### config.mk
export PLATFORM = sky130hd
export DESIGN_NAME = decim_top
export DESIGN_NICKNAME = d
export VERILOG_FILES = /design/src/include/decim_pkg.sv /design/src/core/decim_top.sv /design/src/core/fir_stage.sv /design/src/core/sample_fifo.sv
export VERILOG_INCLUDE_DIRS = /design/src /design/src/include
export SDC_FILE = /design/constraint.sdc
export NUM_CORES = 1
export LEC_CHECK = 0
export ABC_AREA = 0
export BUFFER_PORTS_ARGS = -buffer_cell sky130_fd_sc_hd__clkbuf_2
export CORE_UTILIZATION = 60
export DETAILED_ROUTE_END_ITERATION = 12
export GPL_ROUTABILITY_DRIVEN = 0
export MAX_ROUTING_LAYER = met4
export PLACE_DENSITY_LB_ADDON = 0.08
export SYNTH_ARGS = -nofsm -noshare
export SYNTH_HDL_FRONTEND = slang
export SYNTH_SLANG_ARGS = --single-unit
### constraint.sdc
create_clock -name clock -period 9.5 [get_ports clock]
set_clock_uncertainty 0.05 [all_clocks]
set_input_delay 0 -clock clock [delete_from_list [all_inputs] [get_ports clock]]
set_output_delay 0 -clock clock [all_outputs]
set_load 0.005 [all_outputs]
### src/include/decim_cfg.svh
// constants for the decimation chain and restart timing
// What this block does
// (RULE_01) modulator sample clock is master clock over two, or over four in low power
// (RULE_02) one modulator word enters the chain on each modulator sample clock
// (RULE_03) chain output rate is sample rate over 64 or more, by decimation setting
// (RULE_04) first stage takes every modulator word and decimates by four
// (RULE_05) second stage decimation factor is selectable from eight to thirty-two
// (RULE_06) third stage always decimates by two
// (RULE_07) decimation select high gives 128 overall, low gives 256; in low power the chain gives 64 and 128 instead
// (RULE_08) settled flag rises about twice filter delay plus computation delay after restart
// (RULE_09) restart input level is sampled on every rising master clock edge
// (RULE_10) controller should raise restart on a falling master clock edge; the testbench raises it 1 ns after a rising edge
// (RULE_11) restart rising edge sets the instant the chain starts processing
// (RULE_12) first frame strobe falls a fixed mode-dependent count after restart rise
// (RULE_13) each conversion period is marked by a frame strobe falling edge
// (RULE_14) input change reaches output after 28 output-rate periods in every mode
// (RULE_15) fine group delay equals computation delay plus filter delay
// (RULE_16) each frame strobe pulse lasts exactly 32 serial clock periods
// (RULE_17) restart falling edge resets the filter state
// (RULE_18) settled flag clears on restart and stays clear until settling completes
`ifndef DECIM_CFG_SVH
`define DECIM_CFG_SVH

// ****************************************
// clock division and decimation
// ****************************************
`define DIV_NORMAL     3'h2
`define DIV_LOW        3'h4
`define S1_FACTOR      6'h04
`define S2_N128        6'h10
`define S2_N256        6'h20
`define S2_L128        6'h08
`define S2_L256        6'h10
`define S3_FACTOR      6'h02
`define ODR_128        16'h0080
`define ODR_256        16'h0100
`define FRAME_BITS     6'h20
`define GD_ODR_PERIODS 5'h1c

// ****************************************
// delays in master clock periods
// ****************************************
`define OFFS_N128  16'h008d
`define OFFS_N256  16'h00fc
`define OFFS_L128  16'h00a7
`define OFFS_L256  16'h0115
`define SETL_N128  16'h368e
`define SETL_N256  16'h6cfd
`define SETL_L128  16'h37a8
`define SETL_L256  16'h6d16
`define COMP_N128  16'h0071
`define COMP_N256  16'h01bb
`define COMP_L128  16'h00a2
`define COMP_L256  16'h00e0
`define FILT_N128  16'h1b30
`define FILT_N256  16'h3528
`define FILT_L128  16'h1b60
`define FILT_L256  16'h3660

`endif

### src/include/decim_pkg.sv
// types shared by the decimation chain
package decim_pkg;
  typedef enum logic [1:0] {ST_IDLE, ST_OFFSET, ST_RUN} sync_state_type;
  typedef logic [15:0] mclk_count_type;
endpackage : decim_pkg

### src/core/decim_top.sv
// decimation chain, restart timing, frame output
`timescale 1ns/1ps
`include "decim_cfg.svh"
module decim_top import decim_pkg::*; #(
  parameter logic [15:0] SETTLE_N128 = `SETL_N128,
  parameter logic [15:0] SETTLE_N256 = `SETL_N256,
  parameter logic [15:0] SETTLE_L128 = `SETL_L128,
  parameter logic [15:0] SETTLE_L256 = `SETL_L256
) (
  input  wire logic        clock,
  input  wire logic        sys_rst,
  input  wire logic        restart_pin,
  input  wire logic        decimation_select,
  input  wire logic        low_power,
  input  wire logic [15:0] mod_word,
  output logic             modulator_sample_clock,
  output logic             serial_clock_out,
  output logic             frame_strobe_out,
  output logic             serial_data_out,
  output logic             settled_flag,
  output logic [15:0]      fine_group_delay
);

  // ****************************************
  // helpers
  // ****************************************
  function automatic logic [15:0] mode_pick(
    input logic        lp,
    input logic        d128,
    input logic [15:0] n128,
    input logic [15:0] n256,
    input logic [15:0] l128,
    input logic [15:0] l256
  );
    mode_pick = lp ? (d128 ? l128 : l256) : (d128 ? n128 : n256);
  endfunction : mode_pick

  // ****************************************
  // pin synchronisers
  // ****************************************
  logic [1:0] rst_pin_ff;
  logic [1:0] dec_pin_ff;
  logic [1:0] lp_pin_ff;
  logic       restart_d_ff;

  // (RULE_09) sampled every rising edge
  always_ff @(posedge clock or posedge sys_rst) begin
    if (sys_rst) begin
      rst_pin_ff   <= 2'h0;
      dec_pin_ff   <= 2'h0;
      lp_pin_ff    <= 2'h0;
      restart_d_ff <= 1'b0;
    end else begin
      rst_pin_ff   <= {rst_pin_ff[0], restart_pin};
      dec_pin_ff   <= {dec_pin_ff[0], decimation_select};
      lp_pin_ff    <= {lp_pin_ff[0], low_power};
      restart_d_ff <= rst_pin_ff[1];
    end
  end

  wire rise_ev = rst_pin_ff[1] & ~restart_d_ff;
  wire fall_ev = ~rst_pin_ff[1] & restart_d_ff;

  // ****************************************
  // mode latch
  // ****************************************
  logic low_ff;
  logic dec128_ff;
  logic [15:0] fine_gd_ff;

  // mode is frozen at restart so a pin change mid-run cannot tear frames
  always_ff @(posedge clock or posedge sys_rst) begin
    if (sys_rst) begin
      low_ff    <= 1'b0;
      dec128_ff <= 1'b0;
    end else if (rise_ev) begin
      low_ff    <= lp_pin_ff[1];
      dec128_ff <= dec_pin_ff[1];
    end
  end

  wire [15:0] offset_sel = mode_pick(low_ff, dec128_ff,
    `OFFS_N128, `OFFS_N256, `OFFS_L128, `OFFS_L256);
  wire [15:0] settle_sel = mode_pick(low_ff, dec128_ff,
    SETTLE_N128, SETTLE_N256, SETTLE_L128, SETTLE_L256);
  wire [15:0] comp_sel = mode_pick(low_ff, dec128_ff,
    `COMP_N128, `COMP_N256, `COMP_L128, `COMP_L256);
  wire [15:0] filt_sel = mode_pick(low_ff, dec128_ff,
    `FILT_N128, `FILT_N256, `FILT_L128, `FILT_L256);
  // (RULE_03) frame rate select
  // (RULE_07) overall ratio select
  wire [15:0] odr_sel = dec128_ff ? `ODR_128 : `ODR_256;
  // (RULE_05) second stage factor
  wire [15:0] s2_pick = mode_pick(low_ff, dec128_ff,
    {10'h000, `S2_N128}, {10'h000, `S2_N256},
    {10'h000, `S2_L128}, {10'h000, `S2_L256});
  wire [5:0]  s2_factor = s2_pick[5:0];
  // (RULE_01) sample clock divide
  wire [2:0] div_sel = low_ff ? `DIV_LOW : `DIV_NORMAL;

  // (RULE_14) delay in master clocks
  // (RULE_15) sum of two delays
  always_ff @(posedge clock or posedge sys_rst) begin
    if (sys_rst) begin
      fine_gd_ff <= 16'h0000;
    end else begin
      fine_gd_ff <= comp_sel + filt_sel;
    end
  end

  // ****************************************
  // restart sequencing
  // ****************************************
  sync_state_type state_ff;
  sync_state_type nxt_state;
  mclk_count_type cnt_ff;
  mclk_count_type settle_cnt_ff;
  logic           settled_ff;

  wire run = (state_ff != ST_IDLE);
  wire offset_done = (state_ff == ST_OFFSET) && (cnt_ff == offset_sel - 16'h0002);
  wire odr_done = (state_ff == ST_RUN) && (cnt_ff == odr_sel - 16'h0001);
  // (RULE_13) one tick per conversion period
  wire frame_tick = offset_done | odr_done;

  always_comb begin
    nxt_state = state_ff;
    case (state_ff)
      ST_IDLE:   nxt_state = ST_IDLE;
      ST_OFFSET: nxt_state = offset_done ? ST_RUN : ST_OFFSET;
      ST_RUN:    nxt_state = ST_RUN;
      default:   nxt_state = ST_IDLE;
    endcase
    // (RULE_11) rise starts processing
    if (rise_ev) begin
      nxt_state = ST_OFFSET;
    end
    // (RULE_17) fall stops and clears
    if (fall_ev) begin
      nxt_state = ST_IDLE;
    end
  end

  // (RULE_12) offset then period counting
  always_ff @(posedge clock or posedge sys_rst) begin
    if (sys_rst) begin
      state_ff <= ST_IDLE;
      cnt_ff   <= 16'h0000;
    end else begin
      state_ff <= nxt_state;
      cnt_ff   <= (rise_ev | frame_tick | ~run) ? 16'h0000 : cnt_ff + 16'h0001;
    end
  end

  // (RULE_08) settle count from rise
  // (RULE_18) cleared on either edge
  always_ff @(posedge clock or posedge sys_rst) begin
    if (sys_rst) begin
      settle_cnt_ff <= 16'h0000;
      settled_ff    <= 1'b0;
    end else if (rise_ev | fall_ev) begin
      settle_cnt_ff <= 16'h0000;
      settled_ff    <= 1'b0;
    end else if (run && !settled_ff) begin
      settle_cnt_ff <= settle_cnt_ff + 16'h0001;
      settled_ff    <= (settle_cnt_ff == settle_sel - 16'h0002);
    end
  end

  // ****************************************
  // sample clock divider
  // ****************************************
  logic [2:0] div_ff;
  logic       sco_ff;

  wire modulator_sample_clock_en = run && (div_ff == div_sel - 3'h1);

  // (RULE_01) divider restarts with the chain
  always_ff @(posedge clock or posedge sys_rst) begin
    if (sys_rst) begin
      div_ff <= 3'h0;
      sco_ff <= 1'b0;
    end else if (rise_ev | ~run) begin
      div_ff <= 3'h0;
      sco_ff <= 1'b0;
    end else begin
      div_ff <= modulator_sample_clock_en ? 3'h0 : div_ff + 3'h1;
      if (modulator_sample_clock_en) begin
        sco_ff <= 1'b1;
      end else if (div_ff == (div_sel >> 1) - 3'h1) begin
        sco_ff <= 1'b0;
      end
    end
  end

  // ****************************************
  // filter chain
  // ****************************************
  logic        fifo_in_ready;
  logic        s1_valid;
  logic        s2_valid;
  logic        s3_valid;
  logic [17:0] s1_data;
  logic [22:0] s2_data;
  logic [23:0] s3_data;

  // (RULE_02) one word per sample clock
  // the chain stalls only when the fifo is full, which the frame drain outpaces
  wire chain_ce = modulator_sample_clock_en & fifo_in_ready;
  wire chain_clr = rise_ev | fall_ev;

  // (RULE_04) first stage by four
  fir_stage #(.IN_W(16), .OUT_W(18)) u_stage1 (
    .clock     (clock),
    .sys_rst   (sys_rst),
    .clr       (chain_clr),
    .factor    (`S1_FACTOR),
    .in_valid  (chain_ce),
    .in_data   (mod_word),
    .out_valid (s1_valid),
    .out_data  (s1_data)
  );

  fir_stage #(.IN_W(18), .OUT_W(23)) u_stage2 (
    .clock     (clock),
    .sys_rst   (sys_rst),
    .clr       (chain_clr),
    .factor    (s2_factor),
    .in_valid  (s1_valid),
    .in_data   (s1_data),
    .out_valid (s2_valid),
    .out_data  (s2_data)
  );

  // (RULE_06) fixed final halving
  fir_stage #(.IN_W(23), .OUT_W(24)) u_stage3 (
    .clock     (clock),
    .sys_rst   (sys_rst),
    .clr       (chain_clr),
    .factor    (`S3_FACTOR),
    .in_valid  (s2_valid),
    .in_data   (s2_data),
    .out_valid (s3_valid),
    .out_data  (s3_data)
  );

  // ****************************************
  // result fifo and frame serialiser
  // ****************************************
  logic        fifo_out_valid;
  logic [31:0] fifo_out_data;
  logic [31:0] shift_ff;
  logic [31:0] held_ff;
  logic [5:0]  bit_ff;
  logic        fso_ff;

  wire [31:0] status_word = {s3_data, settled_ff, low_ff, dec128_ff, 5'h00};

  sample_fifo #(.WIDTH(32), .DEPTH(16)) u_fifo (
    .clock     (clock),
    .sys_rst   (sys_rst),
    .flush     (chain_clr),
    .in_valid  (s3_valid),
    .in_ready  (fifo_in_ready),
    .in_data   (status_word),
    .out_valid (fifo_out_valid),
    .out_ready (frame_tick),
    .out_data  (fifo_out_data)
  );

  // (RULE_16) frame held low for 32 sample clocks
  always_ff @(posedge clock or posedge sys_rst) begin
    if (sys_rst) begin
      shift_ff <= 32'h0000_0000;
      held_ff  <= 32'h0000_0000;
      bit_ff   <= 6'h00;
      fso_ff   <= 1'b1;
    end else if (chain_clr) begin
      bit_ff <= 6'h00;
      fso_ff <= 1'b1;
    end else if (frame_tick) begin
      // an empty fifo repeats the previous word rather than skip a frame
      shift_ff <= fifo_out_valid ? fifo_out_data : held_ff;
      held_ff  <= fifo_out_valid ? fifo_out_data : held_ff;
      bit_ff   <= 6'h00;
      fso_ff   <= 1'b0;
    end else if (!fso_ff && modulator_sample_clock_en) begin
      shift_ff <= {shift_ff[30:0], 1'b0};
      bit_ff   <= bit_ff + 6'h01;
      fso_ff   <= (bit_ff == `FRAME_BITS - 6'h01);
    end
  end

  assign modulator_sample_clock = modulator_sample_clock_en;
  assign serial_clock_out       = sco_ff;
  assign frame_strobe_out       = fso_ff;
  assign serial_data_out        = shift_ff[31];
  assign settled_flag           = settled_ff;
  assign fine_group_delay       = fine_gd_ff;

  logic [15:0] since_rise_ff;
  logic [15:0] since_fall_ff;
  logic        first_ff;
  logic [5:0]  h1_ff;
  logic [5:0]  h2_ff;
  logic [5:0]  h3_ff;
  logic [5:0]  hf_ff;

  always_ff @(posedge clock or posedge sys_rst) begin
    if (sys_rst) begin
      since_rise_ff <= 16'h0000;
      since_fall_ff <= 16'h0000;
      first_ff      <= 1'b0;
      h1_ff         <= 6'h00;
      h2_ff         <= 6'h00;
      h3_ff         <= 6'h00;
      hf_ff         <= 6'h00;
    end else begin
      since_rise_ff <= rise_ev ? 16'h0001 : since_rise_ff + 16'h0001;
      since_fall_ff <= frame_tick ? 16'h0001 : since_fall_ff + 16'h0001;
      first_ff      <= rise_ev ? 1'b1 : (frame_tick ? 1'b0 : first_ff);
      h1_ff <= chain_clr ? 6'h00 : (s1_valid ? {5'h00, chain_ce} : h1_ff + {5'h00, chain_ce});
      h2_ff <= chain_clr ? 6'h00 : (s2_valid ? {5'h00, s1_valid} : h2_ff + {5'h00, s1_valid});
      h3_ff <= chain_clr ? 6'h00 : (s3_valid ? {5'h00, s2_valid} : h3_ff + {5'h00, s2_valid});
      hf_ff <= frame_tick ? 6'h00 : hf_ff + {5'h00, !fso_ff && modulator_sample_clock_en};
    end
  end
endmodule : decim_top

### src/core/fir_stage.sv
// one decimating boxcar stage of the chain
`timescale 1ns/1ps
module fir_stage #(
  parameter int IN_W  = 16,
  parameter int OUT_W = 18
) (
  input  wire logic             clock,
  input  wire logic             sys_rst,
  input  wire logic             clr,
  input  wire logic [5:0]       factor,
  input  wire logic             in_valid,
  input  wire logic [IN_W-1:0]  in_data,
  output logic                  out_valid,
  output logic [OUT_W-1:0]      out_data
);
  logic [OUT_W-1:0] acc_ff;
  logic [5:0]       cnt_ff;
  logic             valid_ff;
  logic [OUT_W-1:0] data_ff;
  wire  [OUT_W-1:0] ext_in = {{(OUT_W-IN_W){in_data[IN_W-1]}}, in_data};
  wire  [OUT_W-1:0] nxt_sum = acc_ff + ext_in;
  wire              last = (cnt_ff == factor - 6'h01);

  always_ff @(posedge clock or posedge sys_rst) begin
    if (sys_rst) begin
      acc_ff   <= '0;
      cnt_ff   <= 6'h00;
      valid_ff <= 1'b0;
      data_ff  <= '0;
    end else if (clr) begin
      acc_ff   <= '0;
      cnt_ff   <= 6'h00;
      valid_ff <= 1'b0;
    end else begin
      valid_ff <= in_valid & last;
      if (in_valid) begin
        acc_ff <= last ? '0 : nxt_sum;
        cnt_ff <= last ? 6'h00 : cnt_ff + 6'h01;
        if (last) begin
          data_ff <= nxt_sum;
        end
      end
    end
  end

  assign out_valid = valid_ff;
  assign out_data  = data_ff;
endmodule : fir_stage

### src/core/sample_fifo.sv
// result fifo, flip-flop storage
`timescale 1ns/1ps
module sample_fifo #(
  parameter int WIDTH = 32,
  parameter int DEPTH = 16
) (
  input  wire logic             clock,
  input  wire logic             sys_rst,
  input  wire logic             flush,
  input  wire logic             in_valid,
  output logic                  in_ready,
  input  wire logic [WIDTH-1:0] in_data,
  output logic                  out_valid,
  input  wire logic             out_ready,
  output logic [WIDTH-1:0]      out_data
);
  localparam int AW = $clog2(DEPTH);
  logic [WIDTH-1:0] mem_ff [DEPTH];
  logic [AW:0]      wr_ff;
  logic [AW:0]      rd_ff;
  wire              empty = (wr_ff == rd_ff);
  wire              full = (wr_ff[AW] != rd_ff[AW]) && (wr_ff[AW-1:0] == rd_ff[AW-1:0]);
  wire              push = in_valid & ~full;
  wire              pop = out_ready & ~empty;

  always_ff @(posedge clock or posedge sys_rst) begin
    if (sys_rst) begin
      wr_ff <= '0;
      rd_ff <= '0;
    end else if (flush) begin
      wr_ff <= '0;
      rd_ff <= '0;
    end else begin
      wr_ff <= push ? wr_ff + {{AW{1'b0}}, 1'b1} : wr_ff;
      rd_ff <= pop ? rd_ff + {{AW{1'b0}}, 1'b1} : rd_ff;
    end
  end

  always_ff @(posedge clock) begin
    if (push) begin
      mem_ff[wr_ff[AW-1:0]] <= in_data;
    end
  end

  assign in_ready  = ~full;
  assign out_valid = ~empty;
  assign out_data  = empty ? '0 : mem_ff[rd_ff[AW-1:0]];
endmodule : sample_fifo

==> qor.csv <==
stage,metric,value,unit
synth,#FFs+latches synth,724,
synth,"Distinct cells, synth",79,
detailed_routing,vias per std cell,6.15,
grt,first-pass GRT wire length,104000,µm
place,DP Worst Slack,5300,ps
detailed_routing,Avg WL per Cell,22.1,µm
clock_tree,clock buffer count from CTS,74,
critical_path,FF-to-FF setup slack,5300,ps
detailed_routing,Initial DRC Count,1425,
grt,grt total ovfl,0,
power_and_ir_drop,Leak,13.0,nW
grt,global-route usage over all layers,26.0,%
detailed_routing,via count,18100,
power_and_ir_drop,Seq pwr share,51.6,%
timing,Max Clk Rate,238,MHz
grt,initial antenna violation count,2,
synth,sequential area share after synthesis,63.8,%
power_and_ir_drop,PwrDens,183,nW/µm²
floorplanning,Die Ht,232,µm
final_layout,# fillers,3494,
clock_tree,worst-skew pair later-pin latency,610,ps
critical_path,Reg2Reg Depth,8,
timing,"Slew Viols, Final",0,
critical_path,kind of critical path,flip-flop to flip-flop,
critical_path,startpoint types,flip-flop,
final_layout,Final Util,68.4,%
critical_path,r2r startpoint,low_ff,
timing,Slew HR,19.7,%
timing,setup ws final,5300,ps
synth,syn avg cell area,14.9,µm²
detailed_routing,DR pass1 iterations,5,
timing,final worst path period share,44.3,%
critical_path,"Buf+Inv Stages, Crit Path",2,
run,max-cap check violation count,0,
outcome,outcome,"complete, no violations",
synth,asr flop ratio synth,40.3,%
clock_tree,# hold bufs at CTS,24,
floorplanning,Site Rows,83,
power_and_ir_drop,Max IR drop VDD,177,µV
floorplanning,Initial Util,61.3,%
power_and_ir_drop,internal power,5.13,mW
clock_tree,Bufs on Longest Clock Path,3,
synth,Syn. warnings,0,
clock_tree,CTS tree,built,
timing,final number of setup-violating endpoints,0,
power_and_ir_drop,Gate power share,3.1,%
grt,largest net degree at the start of global routing,155,
synth,number of enable flip-flop cells after synthesis,432,
floorplanning,Floorplan Core Area,51800,µm²
critical_path,worst-path fanout max,29,
detailed_routing,DRC violations left,0,
final_layout,share of cells above drive strength 1,17.2,%
critical_path,Top Family by Delay on Critical Path,simple AND/OR/NAND/NOR gates,
synth,Syn Inst Count,2133,
synth,Mapped Area,31800,µm²
critical_path,crit-path max cell delay,1020,ps
critical_path,Critical Path Slowest Stage Cell,and3_1,
floorplanning,Die Wd,232,µm
final_layout,most frequent cells in the layout,"edfxtp_1, dfrtp_1, nand2_1",
floorplanning,Die Area,53900,µm²
power_and_ir_drop,switch share,21.0,%
clock_tree,CTS H-Tree Depth,3,
clock_tree,Setup Buffers After CTS,0,
clock_tree,Clock Sink Count,724,
power_and_ir_drop,switching power total,1.37,mW
timing,final hold vios,0,
final_layout,Syn-to-layout area delta,11.5,%
detailed_routing,Routed Antenna Nets,0,
final_layout,Antenna diodes,0,
timing,Final min period,4200,ps
clock_tree,Root Driver,clkbuf_16,
clock_tree,Clock Pin Slew Worst Setup and Hold Paths,60,ps
grt,vias in the first global route,18700,
timing,RSZ-0062 raised after global routing,no,
power_and_ir_drop,total power,6.49,mW
final_layout,"most common cell after layout, fill and taps aside",edfxtp_1,
critical_path,worst-path cell chain,inv_1 -> ha_1 -> inv_1 -> ha_1 -> xnor2_1 -> nor4_1 -> and3_1 -> mux2_2,
power_and_ir_drop,clock group share of total power,45.2,%
timing,Worst Tran Pin Value,1200,ps
synth,Post-synth top flop,edfxtp_1,
place,PortBufs,37,
critical_path,end of the worst register-to-register path,u_stage2.out_data[17],
clock_tree,Resized Gates After CTS,0,
floorplanning,I/O Pins,42,
place,HPWL after DPL,38200,µm
critical_path,critical path endpoint category,flip-flop,
final_layout,NumNets Final,2316,
critical_path,data required time of the worst path,9920,ps
critical_path,Worst Path Arrival,4630,ps
hold_path,worst hold path type,primary input to asynchronous set/reset pin,
detailed_routing,Post-Route WL,65100,µm
timing,setup total negative slack,0,ps
## layout make-up
type / count / area, µm² / share of cell area (%)
Tap cell: 680 / 851 / 2.40
Multi-Input combinational cell: 1266 / 11000 / 30.9
Timing Repair Buffer: 92 / 671 / 1.89
Clock buffer: 104 / 2130 / 6.01
Clock inverter: 34 / 365 / 1.03
Inverter: 42 / 165 / 0.466
Sequential cell: 724 / 20300 / 57.3
## state kept, by name (all words and copies together) (netlist names), 6 cells and up
name,cells
bit_ff,6
u_stage2.acc_ff,23
fine_group_delay,12
u_fifo.mem_ff,432
u_stage3.out_data,24
u_stage2.out_data,23
settle_cnt_ff,16
u_stage2.cnt_ff,6
held_ff,32
shift_ff,32
u_stage1.acc_ff,18
cnt_ff,16
u_stage3.cnt_ff,6
u_stage1.cnt_ff,6
u_stage1.out_data,18
u_stage3.acc_ff,24
## worst max path at each step
stage	startpoint	end	slack [ps]	cells after the start
floorplan	sys_rst	bit_ff[0]	1390	1
detailed placement	low_ff	u_stage2.out_data[17]	5300	8
global placement	low_ff	u_stage2.out_data[18]	5520	8
CTS	low_ff	u_stage2.out_data[17]	5260	8
finish	low_ff	u_stage2.out_data[17]	5300	8
global route	low_ff	u_stage2.out_data[18]	4950	8
## Yosys cell counts (48+ instances only)
cell type / count / share of area, %
mux4_2: 108 / 7.7
o21ai_0: 97 / 1.5
xor2_1: 54 / 1.5
ha_1: 92 / 3.6
clkbuf_1: 61 / 0.72
dfrtp_1: 291 / 23
a21o_1: 48 / 1.1
nand2_1: 121 / 1.4
nor2_1: 72 / 0.85
xnor2_1: 72 / 2.0
a21oi_1: 60 / 0.94
a22o_1: 78 / 2.1
edfxtp_1: 432 / 41
## worst min-delay path: stages
cell and delay [ps]:
dlygate4sd3_1 530, clkbuf_2 150, inv_8 590
## per-stage QoR
step           area (µm²)  cells  hold WS (ps)
6_report            35400   2942          72.6
5_1_grt             35400   2942           220
4_1_cts             35400   2942           160
3_5_place_dp        32700   2780          59.7
3_3_place_gp        32700   2780          58.0
2_1_floorplan       31800   2136         -18.6
## cells by family after synthesis
logic type	count (synthesis)	share of synthesized area (%)
flip-flops	724	63.8
AO/OA/AOI/OAI	446	10.0
AND/OR/NAND/NOR	413	6.71
multiplexers	182	10.2
buffers and inverters	146	1.98
XOR/XNOR	126	3.47
adder cells (fa/ha/maj)	95	3.81
other	1	0.0118
## metal layers
layer | part of all wire, % | routed length [µm] | GRT usage (%) | vias to the layer above
met3 | 5.1 | 3290 | 3.98 | 112
met2 | 49 | 32000 | 41.7 | 410
li1 | - | - | - | 8276
met1 | 44 | 28400 | 34.9 | 9297
met4 | 2.2 | 1460 | 6.83 | 0
met5 | 0 | 0 | - | -
## power by group through the flow
stage / logic [mW] / clock network, mW / registers [mW]
floorplan: 0.134 / 0 / 3.41
global placement: 0.190 / 0 / 3.42
detailed placement: 0.196 / 0 / 3.42
CTS: 0.206 / 2.99 / 3.35
global route: 0.229 / 3.11 / 3.35
finish: 0.204 / 2.94 / 3.35
No activity file was read; power rests on OpenSTA's default activity.
